**src/gpio_table_mapper_map.svh**
```systemverilog
`ifndef GPIO_TABLE_MAPPER_MAP_SVH
`define GPIO_TABLE_MAPPER_MAP_SVH

// Register addresses of the per-pin mapping registers
`define MAP_PIN0_ADDR    8'hE0
`define MAP_PIN1_ADDR    8'hE1
`define MAP_PIN2_ADDR    8'hE2
`define MAP_PIN3_ADDR    8'hE3

// Reset values of the mapping registers
`define MAP_PIN0_RST     8'h00
`define MAP_PIN1_RST     8'h00
`define MAP_PIN2_RST     8'h60
`define MAP_PIN3_RST     8'h00

// Field layout of a mapping register
`define MAP_ROLE_BIT     7
`define MAP_INDEX_MSB    6
`define MAP_INDEX_LSB    0

// Role encodings of the role select bit
`define ROLE_CONTROL     1'h0
`define ROLE_STATUS      1'h1

// Table index that marks a control pin as unused
`define UNUSED_INDEX     7'h00

// Control table bit that enables fast differential output 0
`define FAST_DIFF0_INDEX 7'h60

// Answer to a read of an unmapped address
`define UNMAPPED_DATA    8'h00

`endif

```
**src/gpio_table_mapper_pkg.sv**
```systemverilog
package gpio_table_mapper_pkg;

  // Index of one bit within the control or status table
  typedef logic [6:0] bit_index_t;

  // One mapping register: role select above the table index
  typedef struct packed {
    logic       role_select;
    bit_index_t bit_index;
  } pin_map_s;

  // Register access request from the configuration port
  typedef struct packed {
    logic [7:0] addr;
    logic       wr;
    logic       rd;
    logic [7:0] wdata;
  } reg_req_s;

  // Register read answer
  typedef struct packed {
    logic       valid;
    logic [7:0] data;
  } reg_rsp_s;

endpackage

```
**src/gpio_table_mapper.sv**
```systemverilog
`timescale 1ns/1ps
`include "gpio_table_mapper_map.svh"

module gpio_table_mapper #(
  parameter int NUM_PINS   = 4,
  parameter int TABLE_BITS = 128
) (
  input  wire logic                              ref_clk_in,
  input  wire logic                              sys_rst_in,
  input  wire gpio_table_mapper_pkg::reg_req_s   reg_req_in,
  output gpio_table_mapper_pkg::reg_rsp_s        reg_rsp_out,
  input  wire logic [NUM_PINS-1:0]               pin_in,
  output logic      [NUM_PINS-1:0]               pin_out,
  output logic      [NUM_PINS-1:0]               pin_oe_out,
  input  wire logic [TABLE_BITS-1:0]             status_table_in,
  output logic      [TABLE_BITS-1:0]             ctrl_table_out,
  output logic                                   fast_diff_output0_enable_out
);

  // Only four reset values exist, and a 7-bit index must span the table exactly
  if (NUM_PINS < 1 || NUM_PINS > 4)
  begin : g_pins_check
    $error("NUM_PINS must be 1 to 4");
  end
  if (TABLE_BITS != (1 << ($bits(gpio_table_mapper_pkg::bit_index_t))))
  begin : g_table_check
    $error("TABLE_BITS must equal two to the index width");
  end

  // All state of the block
  typedef struct packed {
    gpio_table_mapper_pkg::pin_map_s [NUM_PINS-1:0] map;
    logic [TABLE_BITS-1:0]                          ctrl;
    logic [NUM_PINS-1:0]                            sync1;
    logic [NUM_PINS-1:0]                            sync2;
    logic [NUM_PINS-1:0]                            drive;
    logic [NUM_PINS-1:0]                            oe;
    gpio_table_mapper_pkg::reg_rsp_s                rsp;
  } state_s;

  state_s q;
  state_s d;

  // True when the address falls on one of the mapping registers
  function automatic logic is_map_addr(input logic [7:0] a);
    return (a >= `MAP_PIN0_ADDR) && ({24'h000000, a} < ({24'h000000, `MAP_PIN0_ADDR} + NUM_PINS));
  endfunction

  // Pin number served by a mapping register address
  function automatic int pin_of(input logic [7:0] a);
    logic [7:0] ofs;
    ofs = a - `MAP_PIN0_ADDR;
    return int'(ofs);
  endfunction

  // Reset state; the map values are the documented defaults
  function automatic state_s reset_state();
    state_s s;
    s = '0;
    for (int i = 0; i < NUM_PINS; i++)
    begin
      case (i)
        0:       s.map[i] = `MAP_PIN0_RST;
        1:       s.map[i] = `MAP_PIN1_RST;
        2:       s.map[i] = `MAP_PIN2_RST;
        default: s.map[i] = `MAP_PIN3_RST;
      endcase
    end
    return s;
  endfunction

  // Next state: register port, pin synchroniser, table mapping
  always_comb
  begin
    d           = q;
    d.sync1     = pin_in;
    d.sync2     = q.sync1;
    d.rsp.valid = 1'b0;

    // Register writes take effect on the next edge
    if (reg_req_in.wr && is_map_addr(reg_req_in.addr))
    begin
      d.map[pin_of(reg_req_in.addr)] = reg_req_in.wdata;
    end

    // Reads return the value held before any write in the same cycle
    if (reg_req_in.rd)
    begin
      d.rsp.valid = 1'b1;
      if (is_map_addr(reg_req_in.addr))
      begin
        d.rsp.data = q.map[pin_of(reg_req_in.addr)];
      end
      else
      begin
        d.rsp.data = `UNMAPPED_DATA;
      end
    end

    // Higher pins are applied last, so they win when two pins share a control bit
    for (int i = 0; i < NUM_PINS; i++)
    begin
      if (q.map[i].role_select == `ROLE_STATUS)
      begin
        d.oe[i]    = 1'b1;
        d.drive[i] = status_table_in[q.map[i].bit_index];
      end
      else
      begin
        d.oe[i]    = 1'b0;
        d.drive[i] = 1'b0;
        // Index zero is the unused marker, so control bit zero is never written
        if (q.map[i].bit_index != `UNUSED_INDEX)
        begin
          d.ctrl[q.map[i].bit_index] = q.sync2[i];
        end
      end
    end
  end

  // State register with synchronous reset
  always_ff @(posedge ref_clk_in)
  begin
    if (sys_rst_in)
    begin
      q <= reset_state();
    end
    else
    begin
      q <= d;
    end
  end

  // Outputs straight from the state register
  assign reg_rsp_out                  = q.rsp;
  assign pin_out                      = q.drive;
  assign pin_oe_out                   = q.oe;
  assign ctrl_table_out               = q.ctrl;
  assign fast_diff_output0_enable_out = q.ctrl[`FAST_DIFF0_INDEX];

  for (genvar g = 0; g < NUM_PINS; g++)
  begin : g_pin_checks

    // Top pin's control level reaches its table bit three edges after the pin
    if (g == NUM_PINS - 1)
    begin : g_top

    end
  end
endmodule // gpio_table_mapper

```
**config.mk**
```make
export PLATFORM = sky130hd
export DESIGN_NAME = gpio_table_mapper
export DESIGN_NICKNAME = d
export VERILOG_FILES = /design/src/gpio_table_mapper_pkg.sv /design/src/gpio_table_mapper.sv
export VERILOG_INCLUDE_DIRS = /design/src
export SDC_FILE = /design/constraint.sdc
export NUM_CORES = 1
export LEC_CHECK = 0
export BUFFER_PORTS_ARGS = -buffer_cell sky130_fd_sc_hd__buf_4
export CAP_MARGIN = 25
export CORE_MARGIN = 2
export CORE_UTILIZATION = 30
export CTS_CLUSTER_DIAMETER = 60
export DETAILED_ROUTE_END_ITERATION = 10
export PLACE_DENSITY = 0.57
export SYNTH_ARGS = -nofsm -noshare
export SYNTH_HDL_FRONTEND = slang
export SYNTH_SLANG_ARGS = --single-unit
```
**constraint.sdc**
```tcl
create_clock -name ref_clk_in -period 3.1 [get_ports ref_clk_in]
set_input_delay 0.465 -clock ref_clk_in [delete_from_list [all_inputs] [get_ports ref_clk_in]]
set_output_delay 0.465 -clock ref_clk_in [all_outputs]
set_load 0.05 [all_outputs]
```
==> flow_metrics.tcl <==
set metrics [dict create \
    vias 20582 \
    timing.final.hold_violations 0 \
    detail_route.wirelength_um 91140 \
    ys_dominant_reg_cell "sky130_fd_sc_hd__dfxtp_1" \
    synth.cell_area_mm2 0.01888 \
    worst_max_slew_margin_expressed_relative_to_the_limit_pct 38.13 \
    numCtsBuffers 17 \
    floorplan.die.height_um 254.8 \
    port-buffer-count 297 \
    cell_type_of_the_slowest_stage_on_the_worst_timing_path "sky130_fd_sc_hd__dfxtp_1" \
    drive_gt1_share_pct 28.29 \
    cp_num_buf_inv 1 \
    max_slew.worst_pin.slew_ns 0.9269 \
    ff_latch_area_mm2 0.003727 \
    holdPathStages 2 \
    timing.critical_path.max_delay_family "compound AO/OA/AOI/OAI gates" \
    synth-async-reset-ratio_pct 0 \
    cts.hold.buffers_added 0 \
    syn2layout_area_growth_pct 15.54 \
    worst_ep_required_time_ns 3.49 \
    worst_setup_skew_after_layout_ns 0.01406 \
    crit_path_max_cell_delay_ns 0.93 \
    postSynthAreaPerCell_um2 8.053 \
    core_region_area_mm2 0.06194 \
    cp_data_arrival_time_ns 3.27 \
    power.density_cell_area_mw_per_mm2 237.7 \
    cts_setup_buffers 0 \
    gr-usage-all-layers_pct 27.67 \
    grt_overflow_total 0 \
    finalSetupViolations 0 \
    routed_via_density 6.343 \
    synth_cell_types 75 \
    post_route_setup_tns_ns 0 \
    global_route.peak_usage_layer "met2" \
    failed_checks "DRC" \
    internal_power_w 0.003718 \
    fillerInstances 6522 \
    floorplan.rows 91 \
    ys.warnings.count 0 \
    critical_path.reg2reg.endpoint "pin_out[0]$_SDFF_PP0_" \
    detail-route-antenna-nets 0 \
    timing.final.ws_setup_ns 0.2186 \
    wl_per_cell_um 28.09 \
    cts_root_buf "sky130_fd_sc_hd__clkbuf_16" \
    antenna_found_initial 1 \
    initial_utilization_pct 30.47 \
    design.portCount 298 \
    worst_r2r_startpoint "q[157]$_SDFFE_PP0P_" \
    clock.fmax_mhz 347.1 \
    hold_path_startpoint "pin_in[0]" \
    period_minus_slack_ns 2.881 \
    drt_iter0_markers 2758 \
    cpMostUsedCell "sky130_fd_sc_hd__a22oi_1" \
    yosys.area.top_type_share_pct 19.62 \
    ff2ff_path_depth 7 \
    post_synthesis_sequential_area_ratio_pct 19.62 \
    r2r_slack_ns 0.22 \
    cell_types_occupying_the_most_area_after_synthesis "sky130_fd_sc_hd__dfxtp_1, sky130_fd_sc_hd__mux4_2, sky130_fd_sc_hd__nand2_1" \
    comb_power_share_pct 11.3 \
    hp-class "primary input to flop" \
    yosys.area.top_type "sky130_fd_sc_hd__dfxtp_1" \
    outcome "finished with violations" \
    cts_htree_levels 4 \
    synth_edf_count 0 \
    detailedPlace.worstSlack_ns 0.4059 \
    tritoncts "built" \
    hold_end "d[17]$_SDFF_PP0_" \
    power_leakage_nw 7.621 \
    finalMaxSlewViolations 0 \
    worst-setup-path-type "flop to flop" \
    pwr-share-clk_pct 42.3 \
    synth_seq_cells 185 \
    cts-resized-gates 0 \
    dpl_hpwl_um 64140 \
    layout_worst_path_cycle_share_pct 92.95 \
    endpoint_kind "flop" \
    gr-usage-met1_pct 36.61 \
    synthCells 2344 \
    clk_transition_reported_paths_ns 0.07 \
    power.sequential.fraction_pct 46.4 \
    grt_start_max_net_pins 118 \
    insertion_delay_ns 0.51 \
    grt_pass1_wl_um 133600 \
    ctsLongestPathBuffers 2 \
    routabilityCongestion 0.9157 \
    swShare_pct 28.27 \
    finish.net_count 2547 \
    design.die.area_mm2 0.06494 \
    clock_sink_count 185 \
    die_x_extent_um 254.8 \
    groute.layer.met2.usage_pct 43.65 \
    power_switching_w 0.001465 \
    path_cells "buf_4 > nor2b_1 > a22oi_1 > o22ai_1 > a2111oi_0 > a22oi_1 > and4b_1" \
    cap_violations 0 \
    rsz0062_at_grt "false" \
    largest_vdd_supply_drop_v 0.0004302 \
    crit_path_launch_type "flop" \
    pre_repair_dr_iteration_count 9 \
    grt_use_met3_pct 5.573 \
    worst-path-max-fanout 20 \
    first_global_vias 19880 \
    synth_nets 2497 \
    drt_drc_violations_left 1 \
    multi_input_comb_area_mm2 0.01298 \
]
[flip-flops by register name (all words and copies together), names as in the netlist]
signal and cells:
q 36, d 4, reg_rsp_out 9, pin_oe_out 4, ctrl_table_out 128, pin_out 4
[placed cells by master (no fill, tap or decap), types with 9 or more instances in the layout]
master	synthesis	layout
sky130_fd_sc_hd__nand3_1	79	79
sky130_fd_sc_hd__nand4_1	9	9
sky130_fd_sc_hd__mux4_2	141	141
sky130_fd_sc_hd__nor3_1	91	88
sky130_fd_sc_hd__nor4_2	8	11
sky130_fd_sc_hd__a21oi_1	78	78
sky130_fd_sc_hd__dfxtp_1	185	174
sky130_fd_sc_hd__a221oi_1	65	65
sky130_fd_sc_hd__and3_1	50	50
sky130_fd_sc_hd__o21ai_0	65	65
sky130_fd_sc_hd__a211oi_1	120	120
sky130_fd_sc_hd__a22oi_1	36	36
sky130_fd_sc_hd__clkbuf_16	0	17
sky130_fd_sc_hd__nor2_1	185	185
sky130_fd_sc_hd__nor4_1	12	9
sky130_fd_sc_hd__a311oi_1	53	53
sky130_fd_sc_hd__o311ai_0	46	46
sky130_fd_sc_hd__mux2i_1	112	112
sky130_fd_sc_hd__nand2b_1	21	21
sky130_fd_sc_hd__a31oi_1	20	20
sky130_fd_sc_hd__or4_1	13	13
sky130_fd_sc_hd__nor2b_1	38	38
sky130_fd_sc_hd__nand2_1	349	349
sky130_fd_sc_hd__and2_1	13	13
sky130_fd_sc_hd__or3_1	12	12
sky130_fd_sc_hd__o211ai_1	18	18
sky130_fd_sc_hd__buf_4	149	443
[area by class of cell]
class,count,share of cell area (%)
Multi-Input combinational cell,1735,59.50
Sequential cell,185,17.09
Timing Repair Buffer,452,16.07
Tap cell,837,4.802
Clock buffer,19,2.031
Clock inverter,13,0.4303
Inverter,3,0.06311
Antenna cell,1,0.01147
[layer usage]
| layer | up-vias | wire, um |
|---|---|---|
| li1 | 8851 | - |
| met1 | 10064 | 36480 |
| met2 | 1408 | 41530 |
| met3 | 259 | 9031 |
| met4 | 0 | 4103 |
| met5 | - | 0 |
[power by group through the flow]
| stage | registers, W | clock network [W] | logic, W |
|---|---|---|---|
| 4_1_cts | 0.00240 | 0.00222 | 0.000578 |
| 2_1_floorplan | 0.00244 | 0 | 0.000267 |
| 3_3_place_gp | 0.00246 | 0 | 0.000574 |
| 3_5_place_dp | 0.00246 | 0 | 0.000576 |
| 6_report | 0.00240 | 0.00219 | 0.000588 |
| 5_1_grt | 0.00240 | 0.00229 | 0.000614 |
[synth_stat cells, types with 21 or more instances]
master and count:
sky130_fd_sc_hd__dfxtp_1 185, sky130_fd_sc_hd__and3_1 50, sky130_fd_sc_hd__nor3_1 91, sky130_fd_sc_hd__o21ai_0 65
sky130_fd_sc_hd__nand2_1 349, sky130_fd_sc_hd__a21oi_1 78, sky130_fd_sc_hd__mux2i_1 112, sky130_fd_sc_hd__a22oi_1 36
sky130_fd_sc_hd__buf_4 149, sky130_fd_sc_hd__nand3_1 79, sky130_fd_sc_hd__clkbuf_1 192, sky130_fd_sc_hd__a211oi_1 120
sky130_fd_sc_hd__nor2b_1 38, sky130_fd_sc_hd__buf_2 49, sky130_fd_sc_hd__a311oi_1 53, sky130_fd_sc_hd__buf_1 22
sky130_fd_sc_hd__o311ai_0 46, sky130_fd_sc_hd__nand2b_1 21, sky130_fd_sc_hd__mux4_2 141, sky130_fd_sc_hd__a221oi_1 65
sky130_fd_sc_hd__nor2_1 185
[worst max-delay path by stage]
| stage | start | slack, ns | cells past startpoint | to |
|---|---|---|---|---|
| detailed placement | q[157]$_SDFFE_PP0P_ | 0.41 | 7 | pin_out[0]$_SDFF_PP0_ |
| CTS | q[157]$_SDFFE_PP0P_ | 0.36 | 7 | pin_out[0]$_SDFF_PP0_ |
| finish | q[157]$_SDFFE_PP0P_ | 0.22 | 7 | pin_out[0]$_SDFF_PP0_ |
| global route | q[157]$_SDFFE_PP0P_ | 0.20 | 7 | pin_out[0]$_SDFF_PP0_ |
| floorplan | q[177]$_SDFFE_PP0P_ | 0.85 | 7 | pin_out[3]$_SDFF_PP0_ |
| global placement | q[157]$_SDFFE_PP0P_ | 0.40 | 7 | pin_out[0]$_SDFF_PP0_ |
[metrics by stage]
step / area, um2 / total power [W] / util, % / hold slack [ns] / std cells
floorplan: 18880 / 0.002705 / - / 0.4138 / 2344
global placement: 21240 / 0.003033 / 34.29 / 0.4345 / 3211
detailed placement: 21240 / 0.003035 / 34.29 / 0.4332 / 3211
CTS: 21780 / 0.005200 / 35.16 / 0.1480 / 3243
global route: 21810 / 0.005308 / 35.21 / 0.1681 / 3245
finish: 21810 / 0.005184 / 35.21 / 0.1788 / 3245
[logic make-up (layout without fill, tap and decap cells)]
group / Yosys count / after routing / share of synthesized area [%]
AOI/OAI and AO/OA: 531 / 531 / 20.24
adders and majority gates: 1 / 1 / 0.06628
buffers and inverters: 424 / 487 / 12.02
DFF: 185 / 185 / 19.62
muxes: 258 / 258 / 23.06
other: 0 / 1 / 0
and+or+nand+nor: 945 / 945 / 24.99
No activity file was read; power rests on OpenSTA's default activity.
